--- config.mk ---
export PLATFORM = sky130hd
export DESIGN_NAME = rbr_regs
export DESIGN_NICKNAME = d
export VERILOG_FILES = /design/src/rbr_pkg.sv /design/src/rbr_regs.sv /design/src/rbr_apb_hs.sv
export VERILOG_INCLUDE_DIRS = /design/src
export SDC_FILE = /design/constraint.sdc
export NUM_CORES = 1
export LEC_CHECK = 0
export BUFFER_PORTS_ARGS = -buffer_cell sky130_fd_sc_hd__buf_2
export CORE_ASPECT_RATIO = 0.7
export CORE_UTILIZATION = 53
export DETAILED_ROUTE_END_ITERATION = 12
export PLACE_DENSITY_LB_ADDON = 0.08
export SLEW_MARGIN = 30
export SYNTH_ARGS = -nofsm -noshare
export SYNTH_HDL_FRONTEND = slang
export SYNTH_HIERARCHICAL = 1
export SYNTH_SLANG_ARGS = --single-unit
export TNS_END_PERCENT = 100
--- constraint.sdc ---
create_clock -name clk_in -period 6.2 [get_ports clk_in]
set_input_delay 0.31 -clock clk_in [delete_from_list [all_inputs] [get_ports clk_in]]
set_output_delay 0.31 -clock clk_in [all_outputs]
set_load 0.1 [all_outputs]
--- src/rbr_params.svh ---
`ifndef RBR_PARAMS_SVH
`define RBR_PARAMS_SVH

// register byte offsets on the apb window
`define RBR_OFS_CTRL 8'h00
`define RBR_OFS_ALCFG 8'h04
`define RBR_OFS_TIME_HI 8'h08
`define RBR_OFS_TIME_LO 8'h0c
`define RBR_OFS_ALARM_HI 8'h10
`define RBR_OFS_ALARM_LO 8'h14

// control field positions, reset values and pointer step
`define RBR_UNLOCK_BIT 5
`define RBR_PTR_MSB 1
`define RBR_PTR_LSB 0
`define RBR_PTR_RESET 2'h0
`define RBR_PTR_FLOOR 2'h0
`define RBR_PTR_STEP 2'h1
`define RBR_UNLOCK_RESET 1'b0

// slot index is {high window, pointer}
`define RBR_SLOT_SEC 3'h0
`define RBR_SLOT_HOUR 3'h1
`define RBR_SLOT_DAY 3'h2
`define RBR_SLOT_YEAR 3'h3
`define RBR_SLOT_MIN 3'h4
`define RBR_SLOT_WEEKDAY_CODE 3'h5
`define RBR_SLOT_MONTH 3'h6
`define RBR_SLOT_RSVD 3'h7

// implemented bits of each value register
`define RBR_MASK_YEAR 8'hff
`define RBR_MASK_MONTH 8'h1f
`define RBR_MASK_DAY 8'h3f
`define RBR_MASK_WEEKDAY_CODE 8'h07
`define RBR_MASK_HOUR 8'h3f
`define RBR_MASK_MINSEC 8'h7f
`define RBR_MASK_NONE 8'h00

`define RBR_DATA_ZERO 32'h0000_0000

`endif

--- src/rbr_pkg.sv ---
`default_nettype none

package rbr_pkg;

  // decoded target of one apb transfer
  typedef enum logic [2:0] {
    SEL_NONE = 3'h0,
    SEL_CTRL = 3'h1,
    SEL_ALCFG = 3'h2,
    SEL_TIME_HI = 3'h3,
    SEL_TIME_LO = 3'h4,
    SEL_ALARM_HI = 3'h5,
    SEL_ALARM_LO = 3'h6
  } rbr_sel_t;

  // handshake states, gray along idle -> answer -> idle
  typedef enum logic [1:0] {
    HS_IDLE = 2'b00,
    HS_ANSWER = 2'b01
  } rbr_hs_state_t;

  // one apb request as seen by the register file
  typedef struct packed {
    logic [7:0] addr;
    logic write;
    logic [31:0] wdata;
  } rbr_apb_req_t;

endpackage : rbr_pkg

`default_nettype wire

--- src/rbr_regs.sv ---
`include "rbr_params.svh"
`default_nettype none

module rbr_regs
  import rbr_pkg::*;
#(
  parameter int ADDR_W = 8
) (
  input wire logic clk_in, // system clock, 100 mhz
  input wire logic srst_in, // sync reset, active high
  input wire logic ce_in, // clock enable, freezes state when low
  input wire logic psel_in, // apb select
  input wire logic penable_in, // apb enable
  input wire logic pwrite_in, // apb direction, high = write
  input wire logic [ADDR_W-1:0] paddr_in, // apb byte address
  input wire logic [31:0] pwdata_in, // apb write data
  output logic [31:0] prdata_out, // apb read data, registered
  output logic pready_out, // apb ready, registered
  output logic pslverr_out // apb error on unmapped address
);

  // address must reach the highest offset and fit the request carrier
  if (ADDR_W < 5 || ADDR_W > 8) begin : g_bad_addr_w
    $error("rbr_regs: ADDR_W must lie in 5..8");
  end

  rbr_apb_req_t req;
  rbr_sel_t sel;
  logic load;
  logic take;
  logic unlock_r;
  logic [1:0] tptr_r;
  logic [1:0] aptr_r;
  logic [2:0] tslot;
  logic [2:0] aslot;
  logic [7:0] time_slot_r [8];
  logic [7:0] alarm_slot_r [8];
  logic [31:0] rdata_nxt;
  logic wr_ok;
  logic wr_time;
  logic wr_alarm;

  // bundle the request so decode and write paths share one view
  assign req.addr = 8'(paddr_in);
  assign req.write = pwrite_in;
  assign req.wdata = pwdata_in;

  // address decode; misaligned or unknown offsets select nothing
  function automatic rbr_sel_t decode(input logic [7:0] addr);
    case (addr)
      `RBR_OFS_CTRL: decode = SEL_CTRL;
      `RBR_OFS_ALCFG: decode = SEL_ALCFG;
      `RBR_OFS_TIME_HI: decode = SEL_TIME_HI;
      `RBR_OFS_TIME_LO: decode = SEL_TIME_LO;
      `RBR_OFS_ALARM_HI: decode = SEL_ALARM_HI;
      `RBR_OFS_ALARM_LO: decode = SEL_ALARM_LO;
      default: decode = SEL_NONE;
    endcase
  endfunction : decode

  // implemented bits of each time slot
  function automatic logic [7:0] time_mask(input logic [2:0] slot);
    case (slot)
      `RBR_SLOT_YEAR: time_mask = `RBR_MASK_YEAR;
      `RBR_SLOT_MONTH: time_mask = `RBR_MASK_MONTH;
      `RBR_SLOT_DAY: time_mask = `RBR_MASK_DAY;
      `RBR_SLOT_WEEKDAY_CODE: time_mask = `RBR_MASK_WEEKDAY_CODE;
      `RBR_SLOT_HOUR: time_mask = `RBR_MASK_HOUR;
      `RBR_SLOT_MIN: time_mask = `RBR_MASK_MINSEC;
      `RBR_SLOT_SEC: time_mask = `RBR_MASK_MINSEC;
      default: time_mask = `RBR_MASK_NONE;
    endcase
  endfunction : time_mask

  // alarm slots share layouts; pointer value three has no register
  function automatic logic [7:0] alarm_mask(input logic [2:0] slot);
    case (slot)
      `RBR_SLOT_MONTH: alarm_mask = `RBR_MASK_MONTH;
      `RBR_SLOT_DAY: alarm_mask = `RBR_MASK_DAY;
      `RBR_SLOT_WEEKDAY_CODE: alarm_mask = `RBR_MASK_WEEKDAY_CODE;
      `RBR_SLOT_HOUR: alarm_mask = `RBR_MASK_HOUR;
      `RBR_SLOT_MIN: alarm_mask = `RBR_MASK_MINSEC;
      `RBR_SLOT_SEC: alarm_mask = `RBR_MASK_MINSEC;
      default: alarm_mask = `RBR_MASK_NONE;
    endcase
  endfunction : alarm_mask

  // pointer steps down and parks at zero
  function automatic logic [1:0] ptr_step(input logic [1:0] ptr);
    ptr_step = (ptr == `RBR_PTR_FLOOR) ? `RBR_PTR_FLOOR : ptr - `RBR_PTR_STEP;
  endfunction : ptr_step

  rbr_apb_hs u_hs (
    .clk_in(clk_in),
    .srst_in(srst_in),
    .ce_in(ce_in),
    .psel_in(psel_in),
    .penable_in(penable_in),
    .pready_out(pready_out),
    .load_out(load),
    .take_out(take)
  );

  assign sel = decode(req.addr);
  // the slot a transfer hits is fixed by its window and the pointer it finds
  assign tslot = {sel == SEL_TIME_HI, tptr_r};
  assign aslot = {sel == SEL_ALARM_HI, aptr_r};

  // write gating: every value slot needs the unlock bit
  assign wr_ok = ce_in && take && req.write && unlock_r;
  assign wr_time = wr_ok && (sel == SEL_TIME_HI || sel == SEL_TIME_LO);
  assign wr_alarm = wr_ok && (sel == SEL_ALARM_HI || sel == SEL_ALARM_LO);

  // control: unlock bit and time pointer
  always_ff @(posedge clk_in) begin
    if (srst_in) begin
      unlock_r <= `RBR_UNLOCK_RESET;
      tptr_r <= `RBR_PTR_RESET;
    end else if (ce_in && take) begin
      if (sel == SEL_CTRL && req.write) begin
        unlock_r <= req.wdata[`RBR_UNLOCK_BIT];
        tptr_r <= req.wdata[`RBR_PTR_MSB:`RBR_PTR_LSB];
      end else if (sel == SEL_TIME_HI) begin
        // steps on reads and on refused writes alike
        tptr_r <= ptr_step(tptr_r);
      end
    end
  end

  // alarm pointer
  always_ff @(posedge clk_in) begin
    if (srst_in) begin
      aptr_r <= `RBR_PTR_RESET;
    end else if (ce_in && take) begin
      if (sel == SEL_ALCFG && req.write) begin
        aptr_r <= req.wdata[`RBR_PTR_MSB:`RBR_PTR_LSB];
      end else if (sel == SEL_ALARM_HI) begin
        aptr_r <= ptr_step(aptr_r);
      end
    end
  end

  // time values: no reset, contents stay unknown until written
  always_ff @(posedge clk_in) begin
    if (wr_time) begin
      time_slot_r[tslot] <= req.wdata[7:0] & time_mask(tslot);
    end
  end

  // alarm values: same treatment
  always_ff @(posedge clk_in) begin
    if (wr_alarm) begin
      alarm_slot_r[aslot] <= req.wdata[7:0] & alarm_mask(aslot);
    end
  end

  // read mux; masking again keeps empty slots at zero
  always_comb begin
    rdata_nxt = `RBR_DATA_ZERO;
    case (sel)
      SEL_CTRL: begin
        rdata_nxt[`RBR_UNLOCK_BIT] = unlock_r;
        rdata_nxt[`RBR_PTR_MSB:`RBR_PTR_LSB] = tptr_r;
      end
      SEL_ALCFG: begin
        rdata_nxt[`RBR_PTR_MSB:`RBR_PTR_LSB] = aptr_r;
      end
      SEL_TIME_HI, SEL_TIME_LO: begin
        rdata_nxt[7:0] = time_slot_r[tslot] & time_mask(tslot);
      end
      SEL_ALARM_HI, SEL_ALARM_LO: begin
        rdata_nxt[7:0] = alarm_slot_r[aslot] & alarm_mask(aslot);
      end
      default: begin
        rdata_nxt = `RBR_DATA_ZERO;
      end
    endcase
  end

  // answer captured on the same edge that raises pready
  always_ff @(posedge clk_in) begin
    if (srst_in) begin
      prdata_out <= `RBR_DATA_ZERO;
      pslverr_out <= 1'b0;
    end else if (ce_in && load) begin
      prdata_out <= req.write ? `RBR_DATA_ZERO : rdata_nxt;
      pslverr_out <= (sel == SEL_NONE);
    end
  end
endmodule : rbr_regs

`default_nettype wire

--- src/rbr_apb_hs.sv ---
`default_nettype none

module rbr_apb_hs
  import rbr_pkg::*;
(
  input wire logic clk_in, // system clock
  input wire logic srst_in, // sync reset, active high
  input wire logic ce_in, // clock enable, freezes state when low
  input wire logic psel_in, // apb select
  input wire logic penable_in, // apb enable
  output logic pready_out, // apb ready, registered
  output logic load_out, // first access cycle: capture answer
  output logic take_out // completing edge: commit effects
);

  rbr_hs_state_t state_r;
  rbr_hs_state_t state_nxt;
  logic access;

  assign access = psel_in && penable_in;
  // one wait state so read data can come from a flop
  assign load_out = access && (state_r == HS_IDLE);
  assign take_out = access && (state_r == HS_ANSWER);

  // next state
  always_comb begin
    state_nxt = state_r;
    case (state_r)
      HS_IDLE: begin
        if (access) begin
          state_nxt = HS_ANSWER;
        end
      end
      HS_ANSWER: begin
        state_nxt = HS_IDLE;
      end
      default: begin
        state_nxt = HS_IDLE;
      end
    endcase
  end

  // state and ready flop
  always_ff @(posedge clk_in) begin
    if (srst_in) begin
      state_r <= HS_IDLE;
      pready_out <= 1'b0;
    end else if (ce_in) begin
      state_r <= state_nxt;
      pready_out <= (state_nxt == HS_ANSWER);
    end
  end
endmodule : rbr_apb_hs

`default_nettype wire

==> metrics.md, run 1 <==
| Metric | Value |
|---|---|
| Grt ovf | `0` |
| Syn avg cell area | `13.2 sq um` |
| Layout area overhead | `9.53%` |
| Critical R2R Launch | `u_hs/state_r[0]` |
| Worst reg2reg path endpoint | `alarm_slot_r[4][6]` |
| Vias in the first global route | `2,713` |
| GRT Overall Usage | `23.8%` |
| Final ANT Viol Nets | `0` |
| Status | `complete, no violations` |
| Fin nets | `423` |
| CP Class | `flop to flop` |
| First-pass GRT wire length | `15,200 um` |
| Setup bufs post-CTS | `0` |
| Synth Cell Area | `4620 sq um` |
| Final hold viol count | `0` |
| Initial drt markers | `237` |
| Fraction of layout cells with a size suffix above 1 | `20.4%` |
| Hold Path End | `time_slot_r[3][7]` |
| Ant. Diodes | `0` |
| Pwr dens | `275 nW/um^2` |
| FFs w/ async S/R, synth | `0%` |
| Number of max-cap violations | `0` |
| First-pass DRT Iterations | `7` |
| Row count | `28` |
| Antenna violations before repair | `0` |
| Worst vdd ir | `0.179 mV` |
| Later-pin clock latency in the skew report | `0.35 ns` |
| Slew HR | `42.5%` |
| CTS resizes | `0` |
| Vias | `2,876` |
| Min-delay src | `pwdata_in[7]` |
| Fin util | `59.9%` |
| Synth top area cells | `edfxtp_1, dfxtp_1, buf_4` |
| Wire per inst | `19.8 um` |
| Worst hold margin | `0.242 ns` |
| Reg clk slew, reported paths | `0.06 ns` |
| Port-buffer cells | `31` |
| Post-DP HPWL | `7120 um` |
| Worst-Margin Slew | `0.861 ns` |
| Area of the multi-input gates | `1610 sq um` |
| Yosys top cell area share | `53.3%` |
| CTS tree | `yes` |
| Fillers | `664` |
| Setup TNS | `0 ns` |
| Critical Path AT | `2.65 ns` |
| Distinct cells, synth | `64` |
| CTS sink count | `99` |
| Worst r2r path cells | `6` |
| Max H-tree Level | `3` |
| Number of remaining DRC errors | `0` |
| Leakage Power | `1.69 nW` |
| Largest net degree at the start of global routing | `30` |
| CP Max Fanout | `6` |
| Seq. cell area | `2800 sq um` |
| Post-synth EDFFs | `82` |
| Root Driver | `clkbuf_16` |
| Routed WL | `9930 um` |
| Critical Path RT | `6.27 ns` |
| Vias per cell | `5.73` |
| Total CTS buffers | `9` |
| R2r setup slk | `3.62 ns` |
| Max Freq | `388 MHz` |
| Worst Hold Class | `primary input to flop` |
| WHS Path Cells | `2` |
| Number of top-level pins | `80` |
| Die Wd | `114 um` |
| Setup Skew | `0.00925 ns` |
| Period utilization | `41.6%` |
| Worst Setup End Kind | `flop` |
| Count of final max-slew check failures | `0` |
| Final setup vio count | `0` |
| Startpoint Class | `flop` |
| Hold Buf Count CTS | `0` |
| Die Y | `80.1 um` |
| Ys Warns | `6` |
| Synth Instances | `350` |
| Tmin final | `2.58 ns` |
| Core ar. | `8440 sq um` |
| Full die area | `9100 sq um` |
| Post-synthesis sequential area ratio | `60.7%` |
| Cell taking the most area after synthesis | `edfxtp_1` |
| Number of synthesized register bits | `99` |
| Starting Density | `54.7%` |
| Clk buf depth | `2` |
| Post-synth top flop | `edfxtp_1` |
| RSZ-0062 raised after global routing | `false` |
| GP Congestion | `0.909` |
## worst max path at each step
stage | slack (ns) | from | end | cells after the start
2_1_floorplan | 4.04 | psel_in | alarm_slot_r[4][0] | 7
3_3_place_gp | 3.50 | psel_in | alarm_slot_r[4][6] | 8
3_5_place_dp | 3.54 | psel_in | alarm_slot_r[4][6] | 8
4_1_cts | 3.65 | u_hs/state_r[0] | alarm_slot_r[4][6] | 6
5_1_grt | 3.41 | u_hs/state_r[0] | alarm_slot_r[4][6] | 6
6_report | 3.62 | u_hs/state_r[0] | alarm_slot_r[4][6] | 6
## report_power, final
part,internal [mW],switching (mW)
clock,0.325,0.235
combinational,0.0147,0.0971
sequential,0.719,0.000623
## Yosys cell counts (8+ instances only)
cell,count
nand2_1,19
nor2_1,22
mux2_2,9
buf_4,24
nand3_1,12
and2_1,10
o21ai_0,9
mux2i_1,8
a21oi_1,13
edfxtp_1,82
dfxtp_1,17
buf_2,9
## critical path, cell delays in order (launching register included)
cell     delay [ns]
dfxtp_1        0.35
nor3b_1        0.29
and2_1         0.30
and3_1         0.29
nand3_1        0.19
nor3_1         0.64
buf_4          0.26
## state kept, by name, summed over array words and instances, names as in the netlist
register	count
alarm_slot_r	37
aptr_r	2
prdata_out	8
pslverr_out	1
time_slot_r	45
tptr_r	2
u_hs/pready_out	1
u_hs/state_r	2
unlock_r	1
## placed cells by master, fill, tap and decap left out, drive strengths merged, types with 2 or more instances in the layout
cell type / count
nor3b: 3
a211oi: 2
o32ai: 2
o21ai: 11
a21boi: 3
nor3: 10
conb: 24
mux2: 10
clkbuf: 12
nand4: 3
o311ai: 2
nor4: 2
mux4: 7
nand3: 13
a22oi: 3
a311oi: 2
mux2i: 8
nand2: 21
a31oi: 5
or3: 4
dfxtp: 17
nor2b: 3
nand2b: 7
o21a: 4
o22ai: 6
clkinv: 3
and2: 11
a21oi: 13
inv: 5
nand3b: 3
nor2: 22
edfxtp: 82
buf: 34
a2111oi: 2
and3: 4
a222oi: 2
o211ai: 3
## layer usage
layer	track usage, %	share of wire [%]
met5	0	0
met4	8.16	1.4
met3	6.94	8.6
met2	33.2	42
met1	35.2	48
## stage by stage
stage / total power, mW / worst slack [ns] / cells / cell area, sq um
after floorplan: 0.836 / 4.04 / 373 / 4710
after global placement: 0.844 / 3.50 / 486 / 4760
after detailed placement: 0.845 / 3.54 / 486 / 4760
after CTS: 1.40 / 3.65 / 502 / 5060
after global routing: 1.43 / 3.41 / 502 / 5060
final: 1.39 / 3.62 / 502 / 5060
## cell families (layout without fill, tap and decap cells)
group / Yosys count / count (layout) / synth area share, %
AO/OA/AOI/OAI: 69 / 69 / 11.0
adder cells (fa/ha/maj): 1 / 1 / 0.217
buffers and inverters: 46 / 55 / 6.31
flip-flops: 99 / 99 / 60.7
multiplexers: 25 / 25 / 7.91
other: 1 / 24 / 0.0812
AND/OR/NAND/NOR: 109 / 109 / 13.8
## layout make-up
type / instances / area share (%)
flip-flops and latches: 99 / 55.4
multi-input cells: 228 / 31.9
clock buffers: 12 / 4.87
repair buffers: 34 / 3.51
well taps: 120 / 2.97
clock inverters: 4 / 1.04
inverters: 5 / 0.371
Power figures use the tool's default switching activity.
==> run 2, diff against run 1 <==
Clock period 6.2 ns to 2.4 ns, I/O delays scaled along.
==> run 2 against run 1 <==
Net effect:
- combinational power increased to 2.6 times the previous value
- clock skew is 0.0043 ns lower
- clock power grew 150%
- first-iteration DRC count up 21%
- global-route usage rose by 0.52 points
- clock-buffer cell count is 2 lower
- utilization up 2.0 points
- die area did not move
- critical path depth did not move
- setup slack worse by 3.4 ns
- cell area increased by 3.4%
- sequential share of layout area fell by 1.8 points
- critical path type unchanged
- critical endpoint is now alarm_slot_r[0][5]
- highest routed layer unchanged
==> metrics.md, run 2 (synthesis results as in run 1) <==
| Metric | Value |
|---|---|
| Vias in the first global route | `2,689` |
| Fillers | `653` |
| GP Congestion | `0.898` |
| Placed instance count | `511` |
| Initial drt markers | `287` |
| Worst r2r path cells | `6` |
| Worst Hold Class | `primary input to flop` |
| Total CTS buffers | `9` |
| Hold Path End | `time_slot_r[3][7]` |
| CP Max Fanout | `4` |
| GRT Overall Usage | `24.3%` |
| Most frequent cells in the layout | `edfxtp_1, buf_2, buf_4` |
| Slew HR | `47.4%` |
| Largest regs | `time_slot_r x45, alarm_slot_r x37, prdata_out x8` |
| Int Power | `2.70 mW` |
| Antenna violations before repair | `0` |
| Number of remaining DRC errors | `0` |
| WHS Path Cells | `2` |
| First-pass GRT wire length | `15,400 um` |
| Worst vdd ir | `0.556 mV` |
| M2 GR Usage | `32.3%` |
| Row count | `28` |
| RSZ-0062 raised after global routing | `false` |
| Routed WL | `10,000 um` |
| Max H-tree Level | `3` |
| Count of final max-slew check failures | `0` |
| Commonest non-fill, non-tap cell in the layout | `edfxtp_1` |
| Later-pin clock latency in the skew report | `0.35 ns` |
| Worst-Margin Slew | `0.783 ns` |
| Fin util | `62.0%` |
| Clock network power share | `39.2%` |
| Worst reg2reg path endpoint | `alarm_slot_r[0][5]` |
| Final ANT Viol Nets | `0` |
| Critical Path RT | `2.46 ns` |
| Largest net degree at the start of global routing | `29` |
| Full die area | `9100 sq um` |
| Vias per cell | `5.75` |
| Largest reg by FF count | `time_slot_r` |
| CTS resizes | `0` |
| GR Util met3 | `7.17%` |
| Fin nets | `448` |
| Sequential Power Share | `52.5%` |
| Pwr dens | `676 nW/um^2` |
| CP Class | `flop to flop` |
| Status | `complete, no violations` |
| Grt peak-use layer | `met1` |
| Worst Setup End Kind | `flop` |
| Setup TNS | `0 ns` |
| R2r setup slk | `0.21 ns` |
| Hold Buf Count CTS | `0` |
| Grt ovf | `0` |
| Final hold viol count | `0` |
| CTS tree | `yes` |
| Die Y | `80.1 um` |
| Core ar. | `8440 sq um` |
| Number of max-cap violations | `0` |
| Starting Density | `54.7%` |
| Met1 usage | `37.8%` |
| Min-delay src | `pwdata_in[7]` |
| Startpoint Class | `flop` |
| Wire per inst | `19.0 um` |
| Non-Filler Instances | `526` |
| Reg clk slew, reported paths | `0.06 ns` |
| Clk buf depth | `2` |
| Gate power share | `8.2%` |
| CTS sink count | `99` |
| Critical R2R Launch | `u_hs/state_r[0]` |
| Setup bufs post-CTS | `0` |
| Post-DP HPWL | `7400 um` |
| Max reg flops | `45` |
| Fraction of layout cells with a size suffix above 1 | `25.1%` |
| Final setup vio count | `0` |
| First-pass DRT Iterations | `5` |
| Leakage Power | `1.81 nW` |
| P_sw | `0.844 mW` |
| Ant. Diodes | `0` |
| Port-buffer cells | `31` |
| Max Freq | `458 MHz` |
| Critical Path AT | `2.25 ns` |
| Root Driver | `clkbuf_16` |
| Net Sw Frac | `23.8%` |
| Vias | `3,023` |
| Total Power | `3.54 mW` |
| Setup Skew | `0.00494 ns` |
| Period utilization | `91.0%` |
| Number of top-level pins | `80` |
| Layout area overhead | `13.3%` |
| Die Wd | `114 um` |
| Tmin final | `2.19 ns` |
run 2: power by group through the flow:
| stage | Combinational, mW | Clock (mW) | Sequential (mW) |
|---|---|---|---|
| after floorplan | 0.251 | 0 | 1.91 |
| after global placement | 0.288 | 0 | 1.90 |
| after detailed placement | 0.290 | 0 | 1.90 |
| after CTS | 0.291 | 1.41 | 1.86 |
| after global routing | 0.306 | 1.47 | 1.86 |
| final | 0.291 | 1.39 | 1.86 |
run 2: how the worst max path moves through the flow:
stage | from | end | cells after the start
3_5_place_dp | u_hs/state_r[0] | alarm_slot_r[4][6] | 6
5_1_grt | u_hs/state_r[0] | alarm_slot_r[0][5] | 6
6_report | u_hs/state_r[0] | alarm_slot_r[0][5] | 6
4_1_cts | u_hs/state_r[0] | alarm_slot_r[0][5] | 6
3_3_place_gp | u_hs/state_r[0] | alarm_slot_r[4][6] | 6
2_1_floorplan | u_hs/state_r[0] | alarm_slot_r[4][0] | 6
run 2: area by class of cell:
| class | count | area (sq um) | area share, % |
|---|---|---|---|
| Clock inverter | 5 | 55.1 | 1.05 |
| Sequential cell | 99 | 2800 | 53.6 |
| Multi-Input combinational cell | 228 | 1610 | 30.8 |
| Timing Repair Buffer | 59 | 365 | 6.98 |
| Inverter | 5 | 18.8 | 0.359 |
| Tap cell | 120 | 150 | 2.87 |
| Clock buffer | 10 | 229 | 4.37 |
run 2: layer usage:
metal  part of all wire [%]  vias up
li1                       -     1401
met1                     49     1468
met2                     41      143
met3                    8.0       11
met4                    1.3        0
met5                      0        -
run 2: worst max-delay path, cell delays in order, from the launching register on:
cell     delay, ns
dfxtp_1       0.34
nor3b_1       0.30
and2_1        0.20
and3_1        0.27
nand3_1       0.20
nor3_1        0.38
buf_4         0.22
run 2: per-stage QoR:
step	hold slack, ns	area, sq um	setup slack (ns)
after floorplan	0.195	4710	0.278
after global placement	0.397	4950	0.244
after detailed placement	0.403	4950	0.265
after CTS	0.0428	5230	0.224
after global routing	0.0504	5230	0.0322
final	0.0493	5230	0.215
==> run 3, diff against run 2 <==
Settings changed: BUFFER_PORTS_ARGS -buffer_cell sky130_fd_sc_hd__buf_2 to unset, DONT_BUFFER_PORTS set to 1, SYNTH_HIERARCHICAL 1 to unset.
==> run 3 against run 2 <==
Net effect:
- sequential share of layout area increased by 1.4 points
- critical path depth unchanged
- power increased by 0.59%
- worst hold slack got worse by 0.020 ns
- largest cell class unchanged
- combinational power decreased by 16%
- first-iteration DRC count decreased by 38%
==> metrics.md, run 3 <==
| Metric | Value |
|---|---|
| Final worst setup slack | `0.307 ns` |
| Worst Hold Class | `primary input to flop` |
| Crit path max-delay family | `simple AND/OR/NAND/NOR gates` |
| Complex-gate fraction of the synthesized area | `11.2%` |
| Post-synth EDFFs | `84` |
| Non-Filler Instances | `527` |
| Synth Cell Area | `4640 sq um` |
| Number of remaining DRC errors | `0` |
| Full die area | `9140 sq um` |
| CTS sink count | `101` |
| Pwr dens | `683 nW/um^2` |
| CTS tree | `yes` |
| Root Driver | `clkbuf_16` |
| Tmin final | `2.09 ns` |
| Number of max-cap violations | `0` |
| CTS resizes | `0` |
| First-pass DRT Iterations | `5` |
| Cell taking the most area after synthesis | `edfxtp_1` |
| Yosys top cell area share | `54.4%` |
| Fin nets | `448` |
| Vias per cell | `5.86` |
| Placed instance count | `506` |
| Max H-tree Level | `3` |
| Status | `complete, no violations` |
| Synth Area in Simple Gates | `14.0%` |
| Crit path buffers/inverters | `1` |
| Ys Warns | `0` |
| CP Max Fanout | `4` |
| GP Congestion | `0.785` |
| Later-pin clock latency in the skew report | `0.34 ns` |
| First-pass GRT wire length | `16,100 um` |
| Die Wd | `114 um` |
| Final setup vio count | `0` |
| Setup Skew | `0.00696 ns` |
| Worst Setup End Kind | `flop` |
| CP Class | `flop to flop` |
| Slew HR | `50.6%` |
| Period utilization | `87.2%` |
| Core ar. | `8480 sq um` |
| Port-buffer cells | `0` |
| Vias in the first global route | `2,822` |
| RSZ-0062 raised after global routing | `false` |
| Post-synthesis sequential area ratio | `61.7%` |
| Dpl ws | `0.356 ns` |
| Reg clk slew, reported paths | `0.06 ns` |
| Most frequent cells in the layout | `edfxtp_1, buf_4, nand2_1` |
| Worst-Margin Slew | `0.734 ns` |
| Row count | `28` |
| Largest regs | `time_slot_r x43, alarm_slot_r x41, prdata_out x8` |
| Initial drt markers | `179` |
| Fillers | `701` |
| Post-synth top flop | `edfxtp_1` |
| Most frequent cell after synthesis | `edfxtp_1` |
| Synth top area cells | `edfxtp_1, dfxtp_1, buf_4` |
| Count of final max-slew check failures | `0` |
| Largest net degree at the start of global routing | `26` |
| Syn avg cell area | `12.4 sq um` |
| Antenna violations before repair | `1` |
| Post-DP HPWL | `7500 um` |
| Grt ovf | `0` |
| GRT Overall Usage | `24.8%` |
| Leading cell types by count after synthesis | `edfxtp_1, nand2_1, nor2_1, buf_4, a21oi_1` |
| Synth Area in Adders | `0.216%` |
| Number of top-level pins | `80` |
| Fraction of layout cells with a size suffix above 1 | `16.2%` |
| Crit path max-delay cell type | `nor2_1` |
| Combinational family with the most area after synthesis | `simple AND/OR/NAND/NOR gates` |
| Largest reg by FF count | `time_slot_r` |
| FFs w/ async S/R, synth | `0%` |
| Ant. Diodes | `0` |
| XOR/XNOR Fraction of Synth Area | `0%` |
| Die Y | `80.3 um` |
| Synth Instances | `373` |
| Vias | `3,090` |
| Max reg flops | `43` |
| Final hold viol count | `0` |
| Max Freq | `478 MHz` |
| Distinct cells, synth | `58` |
| Wire per inst | `19.5 um` |
| Total CTS buffers | `9` |
| Leakage Power | `1.79 nW` |
| Routed WL | `10,300 um` |
| Multiplexer share of the synthesized area | `6.42%` |
| Starting Density | `54.7%` |
| Startpoint Class | `flop` |
| Critical Path RT | `2.46 ns` |
| Final ANT Viol Nets | `0` |
| CP max stage delay | `0.32 ns` |
| Worst vdd ir | `0.438 mV` |
| Commonest non-fill, non-tap cell in the layout | `edfxtp_1` |
| Clk buf depth | `2` |
| Number of synthesized register bits | `101` |
| Critical Path AT | `2.15 ns` |
| Layout area overhead | `12.4%` |
| Total Power | `3.56 mW` |
| Setup TNS | `0 ns` |
| CP Cell Sequence | `and4b_1 -> and2_1 -> and3_1 -> nand3_1 -> nor2_1 -> buf_4` |
## run 3: cell count changes after synthesis, sizes merged, moves of 4 or more
cell / before / now
nor2b: 3 / 7
a32o: 0 / 4
buf: 35 / 30
mux2: 10 / 4
a22oi: 3 / 7
o21ai: 11 / 16
and4: 0 / 7
nand2: 21 / 28
a21oi: 13 / 20
nand3: 13 / 4
clkbuf: 6 / 15
nor3: 10 / 5
nor4: 2 / 6
mux2i: 8 / 14
## run 3: what timing repair did
item / 4_1_cts / 5_1_grt
setup buffers: 0 / 0
hold buffers: 5 / 0
hold endpoints to repair: 15 / 0
## run 3: stage by stage
stage / hold slack (ns) / instance area (sq um) / util (%)
finish: 0.0288 / 5210 / 61.5
global route: 0.0486 / 5210 / 61.5
CTS: 0.0212 / 5210 / 61.5
detailed placement: 0.194 / 4870 / 57.4
global placement: 0.193 / 4870 / 57.4
floorplan: 0.196 / 4720 / -
## run 3: worst paths after layout
| check | startpoint | slack (ns) | cells after the start | to |
|---|---|---|---|---|
| setup / recovery | u_hs.state_r[1] | 0.31 | 6 | alarm_slot_r[1][2] |
| hold / removal | srst_in | 0.03 | 2 | prdata_out[5] |
| setup reg to reg | u_hs.state_r[1] | 0.31 | 6 | alarm_slot_r[1][2] |
| hold reg to reg | u_hs.pready_out | 0.48 | 2 | u_hs.pready_out |
## run 3: layout make-up
class	count	area [sq um]	area share, %
inverter	7	26.3	0.504
timing repair buffer	40	313	6.00
clock inverter	4	47.5	0.912
sequential	101	2860	54.9
tap	120	150	2.88
multi-input combinational	243	1570	30.0
clock buffer	12	246	4.73
## run 3: logic make-up after synthesis
kind of cell / Yosys count
adders and majority gates: 1
AOI/OAI and AO/OA: 78
buffers and inverters: 52
other: 1
and+or+nand+nor: 117
muxes: 23
DFF: 101
## run 3: power breakdown
part | switching [mW] | leakage (nW) | internal (mW)
logic | 0.216 | 0.755 | 0.0279
clock network | 0.585 | 0.143 | 0.833
registers | 0.00142 | 0.892 | 1.90
total | 0.803 | 1.79 | 2.76
## run 3: layer usage
| layer | vias to the layer above | share of wire, % | GRT usage, % |
|---|---|---|---|
| met1 | 1505 | 48 | 37.3 |
| met5 | - | 0.13 | 0 |
| met4 | 2 | 1.9 | 9.09 |
| met3 | 19 | 11 | 8.30 |
| li1 | 1422 | - | - |
| met2 | 142 | 40 | 32.9 |
